`src/hdl/pcgc_map.svh`:
```
// Purpose: Register offsets, field slices, reset values and counts
// Assumes: Included by its bare name wherever the names are needed
// Notes: Definitions only
`ifndef PCGC_MAP_SVH
`define PCGC_MAP_SVH

`define PCGC_ADDR_GAIN_ONE 4'h0
`define PCGC_ADDR_GAIN_TWO 4'h1
`define PCGC_ADDR_CTRL_ONE 4'h3
`define PCGC_ADDR_CTRL_TWO 4'h4

`define PCGC_RST_GAIN_ONE 8'h00
`define PCGC_RST_GAIN_TWO 8'h00
`define PCGC_RST_CTRL_ONE 8'h00
`define PCGC_RST_CTRL_TWO 8'h00

// Gain control one
`define PCGC_F_TXFG 2:0
`define PCGC_F_RXFG 5:3
`define PCGC_F_MIC 6
`define PCGC_F_EAR_LO 7
// Gain control two
`define PCGC_F_STG 2:0
`define PCGC_F_EAR_HI 4
// Codec control one
`define PCGC_F_RXSIL 0
`define PCGC_F_TXSIL 1
`define PCGC_F_PORTPD 2
`define PCGC_F_SPKPD 3
// Codec control two
`define PCGC_F_LAW 0
`define PCGC_F_CODING 1
`define PCGC_F_MODE 4:2
`define PCGC_MODE_BUS 3'h7
`define PCGC_STG_OFF 3'h0

// Microport command byte
`define PCGC_F_MP_READ 7
`define PCGC_F_MP_ADDR 3:0
`define PCGC_LAST_BIT 3'h7

// Code assignment
`define PCGC_MU_XOR 8'h7f
`define PCGC_A_XOR 8'h55
`define PCGC_SMAG_NEG_ZERO 8'h00

// Synchroniser lanes
`define PCGC_SY_W 8
`define PCGC_SY_CS 0
`define PCGC_SY_SCLK 1
`define PCGC_SY_MOSI 2
`define PCGC_SY_BCLK 3
`define PCGC_SY_STB 4
`define PCGC_SY_DIN 5
`define PCGC_SY_LAW 6
`define PCGC_SY_POR 7
`define PCGC_SY_IDLE 8'h81

// Timing
`define PCGC_CLK_NS 25
`define PCGC_POR_FILT_NS 100
`define PCGC_POR_FILT_CYC \
  ((`PCGC_POR_FILT_NS + `PCGC_CLK_NS - 1) / `PCGC_CLK_NS)

`endif

```
`src/hdl/pcgc_pkg.sv`:
```
// Purpose: Types shared by the codec port and its ports
// Assumes: Nothing
// Notes: Offsets and counts live in pcgc_map.svh
package pcgc_pkg;

  typedef struct packed {
    logic [2:0] tx_filter_gain;
    logic [2:0] rx_filter_gain;
    logic [2:0] sidetone_gain;
    logic sidetone_en;
    logic mic_amp_gain_sel;
    logic [1:0] earpiece_gain_sel;
    logic port_pwr_dn;
    logic spkr_pwr_dn;
  } pcgc_analog_t;

  typedef struct packed {
    logic a_law;
    logic coding_select;
    logic tx_silence;
    logic rx_silence;
    logic [2:0] port_mode_sel;
  } pcgc_coding_t;

  typedef enum logic [1:0] {
    MP_IDLE,
    MP_CMD,
    MP_DATA,
    MP_DONE
  } pcgc_mp_state_t;

endpackage : pcgc_pkg

```
`src/hdl/pcgc_fifo.sv`:
```
// Purpose: Sample FIFO between converter side and the serial port
// Assumes: One clock, synchronous active-high reset
// Notes: in_ready is registered
`timescale 1ns/1ps
module pcgc_fifo #(
  parameter int WIDTH = 8,
  parameter int DEPTH = 32
) (
  input wire logic clk,
  input wire logic rst,
  input wire logic in_valid,
  input wire logic [WIDTH-1:0] in_data,
  output logic in_ready,
  output logic out_valid,
  output logic [WIDTH-1:0] out_data,
  input wire logic out_ready
);
  localparam int AW = $clog2(DEPTH);
  localparam int CW = $clog2(DEPTH + 1);

  logic [WIDTH-1:0] mem [DEPTH];
  logic [AW-1:0] wr_ptr_q;
  logic [AW-1:0] rd_ptr_q;
  logic [CW-1:0] count_q;
  logic [CW-1:0] count_d;
  logic push;
  logic pop;

  function automatic logic [AW-1:0] ptr_next(input logic [AW-1:0] p);
    ptr_next = (p == AW'(DEPTH - 1)) ? '0 : p + 1'b1;
  endfunction : ptr_next

  assign push = in_valid && in_ready;
  assign pop = out_valid && out_ready;
  assign out_valid = (count_q != '0);
  assign out_data = mem[rd_ptr_q];

  always_comb begin
    count_d = count_q;
    if (push && !pop) begin
      count_d = count_q + 1'b1;
    end else if (pop && !push) begin
      count_d = count_q - 1'b1;
    end
  end

  always_ff @(posedge clk) begin
    if (push) begin
      mem[wr_ptr_q] <= in_data;
    end
  end

  always_ff @(posedge clk) begin
    if (rst) begin
      wr_ptr_q <= '0;
      rd_ptr_q <= '0;
      count_q <= '0;
      in_ready <= 1'b0;
    end else begin
      if (push) begin
        wr_ptr_q <= ptr_next(wr_ptr_q);
      end
      if (pop) begin
        rd_ptr_q <= ptr_next(rd_ptr_q);
      end
      count_q <= count_d;
      in_ready <= (count_d != CW'(DEPTH));
    end
  end

  chk_fifo_full_ready: assert property (@(posedge clk) disable iff (rst)
    (count_q == CW'(DEPTH)) |-> !in_ready)
    else $error("FIFO full but ready high");

endmodule : pcgc_fifo

```
`src/hdl/pcgc_port.sv`:
```
// Purpose: Strobed voice port, code assignment and gain registers
// Assumes: Pins are asynchronous to core_clk and pass two flip-flops
// Notes: Bit clock edges are found by sampling it with core_clk
//
// What this block does
// - Send 8-bit sample on bit-clock rise in slot
// - Data output three-state outside own slot
// - Capture 8-bit sample on bit-clock fall
// - Reset: sidetone off, gains 0 dB, mu-law
// - Transmit filter gain field, 0 to +7 dB
// - Receive filter gain field, 0 to -7 dB
// - Sidetone gain field, 3.32 dB steps
// - Sidetone enabled through its gain bits
// - A-law when register bit or pin high
// - Coding bit picks companded or sign-magnitude
// - Sign-magnitude code points
// - Mu-law code points
// - A-law code points
// - Microphone amplifier gain select bit
// - Earpiece gain select, 0/-6/-12 dB
// - Silence bits force negative-zero quiet code
// - Port mode field, all ones bus mode
// - Power-up reset active low, hysteresis filtered
`timescale 1ns/1ps
`include "pcgc_map.svh"
module pcgc_port #(
  parameter int FIFO_DEPTH = 32
) (
  input wire logic core_clk,
  input wire logic sys_rst,
  input wire logic power_on_reset_n,
  input wire logic law_sel_pin,
  input wire logic bit_clk,
  input wire logic timeslot_strobe,
  input wire logic data_in,
  output logic data_out,
  output logic data_out_oe,
  input wire logic mp_cs_n,
  input wire logic mp_sclk,
  input wire logic mp_data_rx,
  output logic mp_data_tx,
  output logic mp_data_tx_oe,
  input wire logic [7:0] adc_code,
  input wire logic adc_valid,
  output logic adc_ready,
  output logic [7:0] dac_code,
  output logic dac_valid,
  output pcgc_pkg::pcgc_analog_t analog_cfg,
  output pcgc_pkg::pcgc_coding_t coding_cfg,
  output logic bus_mode_req
);
  import pcgc_pkg::*;

  logic [`PCGC_SY_W-1:0] sync1_q;
  logic [`PCGC_SY_W-1:0] sync2_q;
  logic por_ok_q;
  logic [2:0] por_cnt_q;
  logic rst_int;
  logic sclk_d_q;
  logic bclk_d_q;
  logic [7:0] gain_one_q;
  logic [7:0] gain_two_q;
  logic [7:0] ctrl_one_q;
  logic [7:0] ctrl_two_q;
  pcgc_mp_state_t mp_st_q;
  logic [2:0] mp_cnt_q;
  logic [7:0] mp_sh_q;
  logic [7:0] mp_cmd_q;
  logic [7:0] mp_rd_q;
  logic [7:0] mp_rd_word;
  logic slot_q;
  logic [2:0] tx_cnt_q;
  logic [7:0] tx_sh_q;
  logic [3:0] rx_cnt_q;
  logic [7:0] rx_sh_q;
  logic rx_done_q;
  logic cs_act;
  logic mp_rise;
  logic mp_fall;
  logic [7:0] mp_in_byte;
  logic mp_wr;
  logic lk_rise;
  logic lk_fall;
  logic frame_start;
  logic stb_s;
  logic fifo_valid;
  logic [7:0] fifo_data;
  pcgc_coding_t cfg_next;
  pcgc_analog_t ana_next;
  logic [7:0] tx_smag;
  logic [7:0] tx_code;

  // Maps between sign-magnitude and the selected code assignment
  function automatic logic [7:0] code_map(input logic [7:0] w,
                                          input logic a_law,
                                          input logic smag);
    if (smag) begin
      code_map = w;
    end else if (a_law) begin
      code_map = w ^ `PCGC_A_XOR;
    end else begin
      code_map = w ^ `PCGC_MU_XOR;
    end
  endfunction : code_map

  function automatic logic [7:0] reg_read(input logic [3:0] a,
                                          input logic [7:0] g1,
                                          input logic [7:0] g2,
                                          input logic [7:0] c1,
                                          input logic [7:0] c2);
    case (a)
      `PCGC_ADDR_GAIN_ONE: reg_read = g1;
      `PCGC_ADDR_GAIN_TWO: reg_read = g2;
      `PCGC_ADDR_CTRL_ONE: reg_read = c1;
      `PCGC_ADDR_CTRL_TWO: reg_read = c2;
      default: reg_read = 8'h00;
    endcase
  endfunction : reg_read

  // Two-stage synchronisers for every pin
  always_ff @(posedge core_clk) begin
    if (sys_rst) begin
      sync1_q <= `PCGC_SY_IDLE;
      sync2_q <= `PCGC_SY_IDLE;
    end else begin
      sync1_q <= {power_on_reset_n, law_sel_pin, data_in, timeslot_strobe,
                  bit_clk, mp_data_rx, mp_sclk, mp_cs_n};
      sync2_q <= sync1_q;
    end
  end

  // Hysteresis filter on the power-up reset pin
  always_ff @(posedge core_clk) begin
    if (sys_rst) begin
      por_ok_q <= 1'b0;
      por_cnt_q <= 3'h0;
    end else if (sync2_q[`PCGC_SY_POR] == por_ok_q) begin
      por_cnt_q <= 3'h0;
    end else if (por_cnt_q == 3'(`PCGC_POR_FILT_CYC - 1)) begin
      por_ok_q <= ~por_ok_q;
      por_cnt_q <= 3'h0;
    end else begin
      por_cnt_q <= por_cnt_q + 3'h1;
    end
  end

  assign rst_int = sys_rst || !por_ok_q;

  always_ff @(posedge core_clk) begin
    if (rst_int) begin
      sclk_d_q <= 1'b0;
      bclk_d_q <= 1'b0;
    end else begin
      sclk_d_q <= sync2_q[`PCGC_SY_SCLK];
      bclk_d_q <= sync2_q[`PCGC_SY_BCLK];
    end
  end

  // Microport, SPI mode 0, command byte then data byte, MSB first
  assign cs_act = !sync2_q[`PCGC_SY_CS];
  assign mp_rise = cs_act && sync2_q[`PCGC_SY_SCLK] && !sclk_d_q;
  assign mp_fall = cs_act && !sync2_q[`PCGC_SY_SCLK] && sclk_d_q;
  assign mp_in_byte = {mp_sh_q[6:0], sync2_q[`PCGC_SY_MOSI]};
  assign mp_wr = (mp_st_q == MP_DATA) && mp_rise &&
                 (mp_cnt_q == `PCGC_LAST_BIT) &&
                 !mp_cmd_q[`PCGC_F_MP_READ];

  always_ff @(posedge core_clk) begin
    if (rst_int || !cs_act) begin
      mp_st_q <= MP_IDLE;
      mp_cnt_q <= 3'h0;
      mp_sh_q <= 8'h00;
      mp_cmd_q <= 8'h00;
    end else begin
      case (mp_st_q)
        MP_IDLE: begin
          mp_st_q <= MP_CMD;
        end
        MP_CMD, MP_DATA: begin
          if (mp_rise) begin
            mp_sh_q <= mp_in_byte;
            mp_cnt_q <= mp_cnt_q + 3'h1;
            if (mp_cnt_q == `PCGC_LAST_BIT) begin
              mp_st_q <= (mp_st_q == MP_CMD) ? MP_DATA : MP_DONE;
              if (mp_st_q == MP_CMD) begin
                mp_cmd_q <= mp_in_byte;
              end
            end
          end
        end
        MP_DONE: begin
          mp_st_q <= MP_DONE;
        end
        default: begin
          mp_st_q <= MP_IDLE;
        end
      endcase
    end
  end

  assign mp_rd_word = reg_read(mp_in_byte[`PCGC_F_MP_ADDR], gain_one_q,
                               gain_two_q, ctrl_one_q, ctrl_two_q);

  // MSB shown early, then each fall of the data byte presents the next bit
  always_ff @(posedge core_clk) begin
    if (rst_int || !cs_act) begin
      mp_data_tx <= 1'b0;
      mp_data_tx_oe <= 1'b0;
      mp_rd_q <= 8'h00;
    end else if (mp_st_q == MP_CMD && mp_rise &&
                 mp_cnt_q == `PCGC_LAST_BIT &&
                 mp_in_byte[`PCGC_F_MP_READ]) begin
      mp_rd_q <= mp_rd_word;
      mp_data_tx <= mp_rd_word[7];
      mp_data_tx_oe <= 1'b1;
    end else if (mp_st_q == MP_DATA && mp_fall && mp_data_tx_oe) begin
      mp_data_tx <= mp_rd_q[7];
      mp_rd_q <= {mp_rd_q[6:0], 1'b0};
    end
  end

  // Register file
  always_ff @(posedge core_clk) begin
    if (rst_int) begin
      gain_one_q <= `PCGC_RST_GAIN_ONE;
      gain_two_q <= `PCGC_RST_GAIN_TWO;
      ctrl_one_q <= `PCGC_RST_CTRL_ONE;
      ctrl_two_q <= `PCGC_RST_CTRL_TWO;
    end else if (mp_wr) begin
      case (mp_cmd_q[`PCGC_F_MP_ADDR])
        `PCGC_ADDR_GAIN_ONE: gain_one_q <= mp_in_byte;
        `PCGC_ADDR_GAIN_TWO: gain_two_q <= mp_in_byte;
        `PCGC_ADDR_CTRL_ONE: ctrl_one_q <= mp_in_byte;
        `PCGC_ADDR_CTRL_TWO: ctrl_two_q <= mp_in_byte;
        default: begin
        end
      endcase
    end
  end

  // Settings decoded from the registers and the law pin, applied at the frame boundary
  always_comb begin
    cfg_next.a_law = ctrl_two_q[`PCGC_F_LAW] ||
                     sync2_q[`PCGC_SY_LAW];
    cfg_next.coding_select = ctrl_two_q[`PCGC_F_CODING];
    cfg_next.tx_silence = ctrl_one_q[`PCGC_F_TXSIL];
    cfg_next.rx_silence = ctrl_one_q[`PCGC_F_RXSIL];
    cfg_next.port_mode_sel = ctrl_two_q[`PCGC_F_MODE];
    ana_next.tx_filter_gain = gain_one_q[`PCGC_F_TXFG];
    ana_next.rx_filter_gain = gain_one_q[`PCGC_F_RXFG];
    ana_next.sidetone_gain = gain_two_q[`PCGC_F_STG];
    ana_next.sidetone_en =
      (gain_two_q[`PCGC_F_STG] != `PCGC_STG_OFF);
    ana_next.mic_amp_gain_sel = gain_one_q[`PCGC_F_MIC];
    ana_next.earpiece_gain_sel = {gain_two_q[`PCGC_F_EAR_HI],
                                  gain_one_q[`PCGC_F_EAR_LO]};
    ana_next.port_pwr_dn = ctrl_one_q[`PCGC_F_PORTPD];
    ana_next.spkr_pwr_dn = ctrl_one_q[`PCGC_F_SPKPD];
  end

  always_ff @(posedge core_clk) begin
    if (rst_int) begin
      analog_cfg <= '0;
      coding_cfg <= '0;
      bus_mode_req <= 1'b0;
    end else if (frame_start) begin
      analog_cfg <= ana_next;
      coding_cfg <= cfg_next;
      bus_mode_req <= (cfg_next.port_mode_sel == `PCGC_MODE_BUS);
    end
  end

  // Serial voice port
  assign stb_s = sync2_q[`PCGC_SY_STB];
  assign lk_rise = sync2_q[`PCGC_SY_BCLK] && !bclk_d_q;
  assign lk_fall = !sync2_q[`PCGC_SY_BCLK] && bclk_d_q;
  assign frame_start = lk_rise && stb_s && !slot_q;
  assign tx_smag = (cfg_next.tx_silence || !fifo_valid) ?
                   `PCGC_SMAG_NEG_ZERO : fifo_data;
  assign tx_code = code_map(tx_smag, cfg_next.a_law,
                            cfg_next.coding_select);

  pcgc_fifo #(
    .WIDTH(8),
    .DEPTH(FIFO_DEPTH)
  ) u_tx_fifo (
    .clk(core_clk),
    .rst(rst_int),
    .in_valid(adc_valid),
    .in_data(adc_code),
    .in_ready(adc_ready),
    .out_valid(fifo_valid),
    .out_data(fifo_data),
    .out_ready(frame_start)
  );

  always_ff @(posedge core_clk) begin
    if (rst_int) begin
      slot_q <= 1'b0;
      tx_cnt_q <= 3'h0;
      tx_sh_q <= 8'h00;
      data_out <= 1'b0;
      data_out_oe <= 1'b0;
    end else if (lk_rise) begin
      if (!stb_s) begin
        slot_q <= 1'b0;
        data_out_oe <= 1'b0;
      end else if (!slot_q) begin
        slot_q <= 1'b1;
        tx_cnt_q <= 3'h0;
        tx_sh_q <= {tx_code[6:0], 1'b0};
        data_out <= tx_code[7];
        data_out_oe <= 1'b1;
      end else if (tx_cnt_q < `PCGC_LAST_BIT - 3'h1) begin
        tx_cnt_q <= tx_cnt_q + 3'h1;
        tx_sh_q <= {tx_sh_q[6:0], 1'b0};
        data_out <= tx_sh_q[7];
      end else if (tx_cnt_q == `PCGC_LAST_BIT - 3'h1) begin
        tx_cnt_q <= `PCGC_LAST_BIT;
        data_out <= tx_sh_q[7];
      end else begin
        data_out_oe <= 1'b0;
      end
    end
  end

  always_ff @(posedge core_clk) begin
    if (rst_int) begin
      rx_cnt_q <= 4'h0;
      rx_sh_q <= 8'h00;
      rx_done_q <= 1'b0;
    end else begin
      rx_done_q <= 1'b0;
      if (frame_start) begin
        rx_cnt_q <= 4'h0;
      end else if (lk_fall && slot_q && !rx_cnt_q[3]) begin
        rx_sh_q <= {rx_sh_q[6:0], sync2_q[`PCGC_SY_DIN]};
        rx_cnt_q <= rx_cnt_q + 4'h1;
        rx_done_q <= (rx_cnt_q == {1'b0, `PCGC_LAST_BIT});
      end
    end
  end

  always_ff @(posedge core_clk) begin
    if (rst_int) begin
      dac_code <= `PCGC_SMAG_NEG_ZERO;
      dac_valid <= 1'b0;
    end else begin
      dac_valid <= rx_done_q;
      if (rx_done_q) begin
        dac_code <= coding_cfg.rx_silence ? `PCGC_SMAG_NEG_ZERO :
                    code_map(rx_sh_q, coding_cfg.a_law,
                             coding_cfg.coding_select);
      end
    end
  end

  chk_oe_release: assert property (
    @(posedge core_clk) disable iff (rst_int)
    (lk_rise && !stb_s) |=> !data_out_oe)
    else $error("Data output still driven outside slot");
  chk_first_bit: assert property (
    @(posedge core_clk) disable iff (rst_int)
    frame_start |=> data_out_oe && data_out == $past(tx_code[7]))
    else $error("First transmit bit wrong");
  chk_rx_eight: assert property (
    @(posedge core_clk) disable iff (rst_int)
    rx_done_q |-> rx_cnt_q == 4'h8 ##1 dac_valid)
    else $error("Receive word not eight bits");
  chk_reset_dflt: assert property (
    @(posedge core_clk)
    sys_rst |=> gain_one_q == `PCGC_RST_GAIN_ONE &&
    !analog_cfg.sidetone_en && coding_cfg == '0)
    else $error("Reset defaults wrong");
  chk_law_latch: assert property (
    @(posedge core_clk) disable iff (rst_int)
    frame_start |=> coding_cfg.a_law ==
    $past(ctrl_two_q[`PCGC_F_LAW] | sync2_q[`PCGC_SY_LAW]))
    else $error("Law not OR of bit and pin");
  chk_cfg_hold: assert property (
    @(posedge core_clk) disable iff (rst_int)
    !frame_start |=> $stable(coding_cfg) && $stable(analog_cfg))
    else $error("Settings changed mid frame");
  // Quiet code has a low first bit in every code assignment
  chk_tx_quiet: assert property (
    @(posedge core_clk) disable iff (rst_int)
    (frame_start && cfg_next.tx_silence) |=> !data_out)
    else $error("Quiet code not sent");
  chk_reg_write: assert property (
    @(posedge core_clk) disable iff (rst_int)
    (mp_wr && mp_cmd_q[`PCGC_F_MP_ADDR] == `PCGC_ADDR_GAIN_ONE)
    |=> gain_one_q == $past(mp_in_byte))
    else $error("Gain register write lost");
  chk_por_filter: assert property (
    @(posedge core_clk) disable iff (sys_rst)
    $rose(por_ok_q) |-> $past(sync2_q[`PCGC_SY_POR], 4))
    else $error("Reset release not filtered");

endmodule : pcgc_port

```
`config.mk`:
```
export PLATFORM = sky130hd
export DESIGN_NAME = pcgc_port
export DESIGN_NICKNAME = d
export VERILOG_FILES = /design/src/hdl/pcgc_pkg.sv /design/src/hdl/pcgc_fifo.sv /design/src/hdl/pcgc_port.sv
export VERILOG_INCLUDE_DIRS = /design/src /design/src/hdl
export SDC_FILE = /design/constraint.sdc
export NUM_CORES = 1
export LEC_CHECK = 0
export BUFFER_PORTS_ARGS = -buffer_cell sky130_fd_sc_hd__buf_4
export CORE_MARGIN = 3
export CORE_UTILIZATION = 40
export CTS_BUF_LIST = sky130_fd_sc_hd__clkbuf_2 sky130_fd_sc_hd__clkbuf_4 sky130_fd_sc_hd__clkbuf_8
export CTS_CLUSTER_SIZE = 20
export DETAILED_ROUTE_END_ITERATION = 8
export SYNTH_ARGS = -nofsm -noshare
export SYNTH_HDL_FRONTEND = slang
export SYNTH_SLANG_ARGS = --single-unit
export TNS_END_PERCENT = 10
```
`constraint.sdc`:
```
create_clock -name core_clk -period 2.1 [get_ports core_clk]
set_clock_uncertainty 0.2 [all_clocks]
set_input_delay 0.42 -clock core_clk [delete_from_list [all_inputs] [get_ports core_clk]]
set_output_delay 0.42 -clock core_clk [all_outputs]
set_load 0.1 [all_outputs]
```
# Yosys cells after proc, flatten, opt, wreduce, memory -nomap -nowiden
# Memories as Yosys holds them, arrays and structs flattened. A register that Yosys moved wholly into a read port is not among the register bits.
# Index checks and enable logic that the tools add are counted.
# totals
reg_bits	160
out_inout_bits	37
input_bits	19
word_cells	183
memories	1
ram_bits	256
# memory_table
memory	depth	word_bits	read_ports	rd_clocked_by_memory_dff	wr	line_no	rtl
u_tx_fifo.mem	32	8	1	1	1	pcgc_fifo.sv:21	logic [WIDTH-1:0] mem [DEPTH];
# op_classes
n_eq_ne	24
n_bitwise	8
n_addsub	8
magnitude_cmp	1
reduce_logical	60
mux	36
# ops
cell	n
$mux 8	6
$pmux 8 s4	1
$mux 7	4
$logic_and 1x1->1	22
$mux 5	4
$reduce_and 2->1	8
$not 7->7	2
$mux 1	13
$eq 4x3->1 const B	3
$logic_not 1->1	12
$mux 6	2
$add 5x1->5 const B	2
$eq 5x5->1 const B	2
$add 3x1->3 const B	3
$eq 3x3->1 const B	3
$mux 3	3
$reduce_and 3->1	3
$eq 4x1->1 const B	2
$eq 4x2->1 const B	2
$logic_not 4->1	2
$not 4->4	2
$add 6x1->6 const B	1
$ne 3x3->1 const B	2
$ne 6x6->1 const B	1
21 further kinds	32

# Longest topological paths before layout
# logic_depth
word_depth	9
ltp_mapped	10
depth_no_buf	8

# Modules after synthesis
# Synthesis repeated with hierarchy kept, for this count alone.
# unflattened
hier_cells	1162
area_unflattened_um2	16535.9
# by_module_without_submodules
module	instances	cells_per_inst	area_per_inst_um2	seq_area_each_um2
pcgc_fifo	1	538	11006.8	8127.8
pcgc_port	1	624	5529.1	2782.7

# Worst setup path after synthesis
# OpenSTA, ideal clock, no wires.
# synth_timing
path_type	flip-flop to flip-flop
from	register u_tx_fifo.in_ready
to	memory u_tx_fifo.mem[11][0], enable pin
arrival_ps	2077
path_stages_with_launch	5
required_time_ps	1530
setup_slack_ps	-548
path_buffers	1
setup_ps	370
period_less_slack_ps	2648
path_cell_list	dfxtp_1 and2_1 clkbuf_1 nand2_1 nor2_1
# synth_via
elab_chain_len	3
# synth_rtl
element	line_no	rtl
start: declaration	pcgc_fifo.sv:13	output logic in_ready,
start signal: assignment	pcgc_fifo.sv:67	in_ready <= (count_d != CW'(DEPTH));
$logic_and 1x1->1	pcgc_fifo.sv:33	assign push = in_valid && in_ready;
$mux 1	pcgc_fifo.sv:48	if (push) begin
$mux 1 (implied by the code)	pcgc_fifo.sv:49	mem[wr_ptr_q] <= in_data;
end: declaration	pcgc_fifo.sv:21	
# No other way between the ends.

==> key figures <==
Floorplanning
  – Initial Utilization: 40.86%
  – DIE AREA: 0.04468 mm2
  – # rows: 74
  – Die X: 211.4 um
  – Core region area: 0.04129 mm2
  – Io pins: 56
  – Die Y: 211.4 um

Timing
  – Rel. slew slack: 68.77%
  – Period minus WS final: 2.235 ns
  – Max Clock Freq: 0.4473 GHz
  – RSZ-0062 raised after global routing: yes
  – Worst Tran Pin Value: 0.4685 ns
  – Final critical-path setup slack: -0.1354 ns
  – Final Setup Violations: 10
  – Fin. max-slew vios: 0
  – Tcrit/Tclk final: 106.4%
  – Hold Vio Cnt, Final: 0

Worst hold path
  – Min-Delay Path Class: input pin to flop

Status
  – Status: complete, but fails checks
  – Violated checks: setup timing

Global route
  – Global router's overall resource usage: 18.53%
  – Largest net degree at the start of global routing: 100
  – Vias in the first global route: 11190
  – First-pass GRT wire length: 63.70 mm
  – GRT overflow: 0
  – Antenna violations before repair: 0

Route
  – Drt wl/cell: 19.43 um
  – 1st-iter DRT viols: 872
  – DR pass1 iterations: 5
  – Drt total wl: 41.34 mm
  – DRC Markers: 0
  – M1 WL: 18.89 mm
  – Vias: 11190
  – Antenna viol nets, final: 0
  – Highest Signal Layer: met4
  – Met2 WL post-DR: 19.33 mm
  – Via density: 5.262
  – Routed met3 length: 1.971 mm

Pwr
  – Static leakage: 7.261 nW
  – Sw Pwr: 3.356 mW
  – Reg power frac: 53.5%
  – P per Cell Area: 764.2 mW/mm2
  – Comb power frac: 1.5%
  – Sw Share: 20.63%
  – Clk pwr share: 44.9%
  – Pint: 12.91 mW
  – Maximum vdd drop: 546.6 uV

Clock tree
  – Total clock buffers created by CTS: 70
  – Sink Count: 417
  – TritonCTS clock tree: built
  – H-tree depth: 3
  – Clock transition at path regs: 0.06 ns
  – CTS Root Buffer Type: clkbuf_8
  – Worst-Skew Late Latency: 0.60 ns
  – CTS max path bufs: 3

Synthesis
  – Net Count, Synth: 1343
  – Seq/Total Area, Yosys: 64.66%
  – Area leader, netlist: edfxtp_1
  – Cell with the most instances after synthesis: edfxtp_1
  – EDFF count, synth: 256
  – Netlist cell types: 67
  – Top cell type's share of synthesized area: 45.56%
  – Yosys warnings: 0
  – Synthesized area: 0.01687 mm2
  – Synth area leaders: edfxtp_1 46%, dfxtp_1 19%, mux2i_1 5.2%
  – Yosys reg bits: 417
  – Main synth FF type: edfxtp_1
  – Post-synth ARST share: 0%
  – Syn Area/Cell: 12.94 um2
  – Most frequent cells after synthesis: 256 x edfxtp_1, 161 x dfxtp_1, 149 x nand2_1, 115 x nor2_1, 96 x a21oi_1
  – Cells after Synth: 1304

Final layout
  – Final Instance Area: 0.02129 mm2
  – Layout area overhead: 26.17%
  – Share of layout cells above drive strength 1: 29.91%
  – Nets: 1580
  – N_diodes: 0

Worst setup path
  – WP data required: 2.38 ns
  – CP arrival: 2.52 ns
  – Crit path max fanout: 6
  – Worst setup path class: flop to flop
  – Endpoint type of the worst setup path: flop
  – Startpoint Class: flop

Placed design
  – Area after DPL: 0.01930 mm2
  – DPL Wire Length: 27.56 mm
  – Port Buffers: 55
  – Final Wtd Congestion: 0.8517
  – Dpl ws: -0.2057 ns

Flow run
  – Max Cap Viol: 0
## critical path: stages, from the launching register on
cell and delay (ns):
dfxtp_4 0.42, buf_6 0.16, mux4_2 0.55, a22oi_1 0.17
a31oi_1 0.11, buf_4 0.14, a21oi_1 0.14, or3_1 0.13
a31oi_1 0.07
## layout by cell type (no fill, tap or decap), drive strengths merged, types with 3 or more instances in the layout
master | netlist | layout
edfxtp | 256 | 256
buf | 33 | 226
dfxtp | 161 | 161
nand2 | 149 | 149
nor2 | 115 | 115
clkbuf | 45 | 108
a21oi | 96 | 96
mux2i | 88 | 88
mux4 | 43 | 43
nor2b | 34 | 34
nand3 | 33 | 33
a22oi | 20 | 20
ha | 20 | 20
o21ai | 18 | 18
dlygate4sd3 | 0 | 17
nor3 | 17 | 17
clkinv | 0 | 17
inv | 16 | 16
nand2b | 13 | 13
nand3b | 12 | 12
o22ai | 12 | 12
xnor2 | 12 | 12
a211oi | 11 | 11
nand4 | 9 | 9
and2 | 8 | 8
or3 | 8 | 8
a31oi | 8 | 8
xor2 | 6 | 6
a21o | 5 | 5
and3 | 5 | 5
or2 | 4 | 4
or3b | 3 | 3
o211ai | 3 | 3
a41oi | 3 | 3
a211o | 3 | 3
nor4 | 3 | 3
a2111oi | 3 | 3
## flip-flops by register name (all words and copies together), names as in the netlist, 7 cells and up, named ones only
register / count
sync2_q: 8
sync1_q: 8
dac_code: 8
gain_one_q: 8
tx_sh_q: 7
rx_sh_q: 8
coding_cfg: 7
mp_rd_q: 8
gain_two_q: 8
ctrl_one_q: 8
ctrl_two_q: 8
mp_sh_q: 7
u_tx_fifo.mem: 256
analog_cfg: 15
## final timing paths
| check | from | endpoint | slack, ns | cells after the start |
|---|---|---|---|---|
| max | flop | data_out | -0.14 | 8 |
| min | adc_code[1] | u_tx_fifo.mem[7][1] | 0.06 | 1 |
| max reg2reg | flop | data_out | -0.14 | 8 |
| min reg2reg | sync1_q[0] | sync2_q[0] | 0.21 | 1 |
## layout make-up
class | count | area [um2]
clock inverters | 18 | 105.1
clock buffers | 108 | 1324
repair buffers | 243 | 2346
inverters | 16 | 60.06
well taps | 532 | 665.6
fillers | 3519 | 20010
flip-flops and latches | 417 | 10930
multi-input cells | 793 | 5854
## per-stage QoR
stage / setup TNS, ns / std cells / utilization, % / hold WS, ns / total power [mW]
after global placement: -2.039 / 1968 / 46.73 / 0.1929 / 9.110
after CTS: -0.8956 / 2119 / 51.01 / 0.006309 / 16.47
after floorplan: -1.465 / 1304 / - / 0.1895 / 8.965
final: -0.7576 / 2127 / 51.55 / 0.05819 / 16.27
after detailed placement: -3.779 / 1968 / 46.73 / 0.1972 / 9.117
after global routing: -2.759 / 2127 / 51.55 / 0.03631 / 16.85
## cells by family (layout without fill, tap and decap cells)
logic type      count (synthesis)  after routing  share of synthesized area, %
mux                           133            133                         11.18
simple gates                  423            423                         11.81
fa+ha+maj                      20             20                         1.483
xor+xnor                       18             18                        0.9344
flops                         417            417                         64.66
buf+inv                        94            385                         2.514
compound gates                199            199                         7.416
## metal layers
metal	vias to the layer above	track usage [%]
met5	-	0
met4	0	6.582
met3	80	3.571
met2	258	29.48
met1	5559	25.61
li1	5296	-
## power by group through the flow
| stage | Combinational (mW) | Sequential, mW | Clock (mW) |
|---|---|---|---|
| 2_1_floorplan | 0.0747 | 8.89 | 0 |
| 3_3_place_gp | 0.223 | 8.89 | 0 |
| 3_5_place_dp | 0.229 | 8.89 | 0 |
| 4_1_cts | 0.254 | 8.71 | 7.51 |
| 5_1_grt | 0.276 | 8.71 | 7.87 |
| 6_report | 0.252 | 8.71 | 7.31 |
## timing repair
| item | CTS | global route |
|---|---|---|
| setup endpoints to repair | 46 | 52 |
| setup buffers | 8 | 8 |
| hold buffers | 17 | 0 |
| pin swaps | 5 | 15 |
| resized for setup | 31 | 36 |
| hold endpoints to repair | 33 | 0 |
| gates cloned | 0 | 0 |
(Power assumes the default switching activity.)
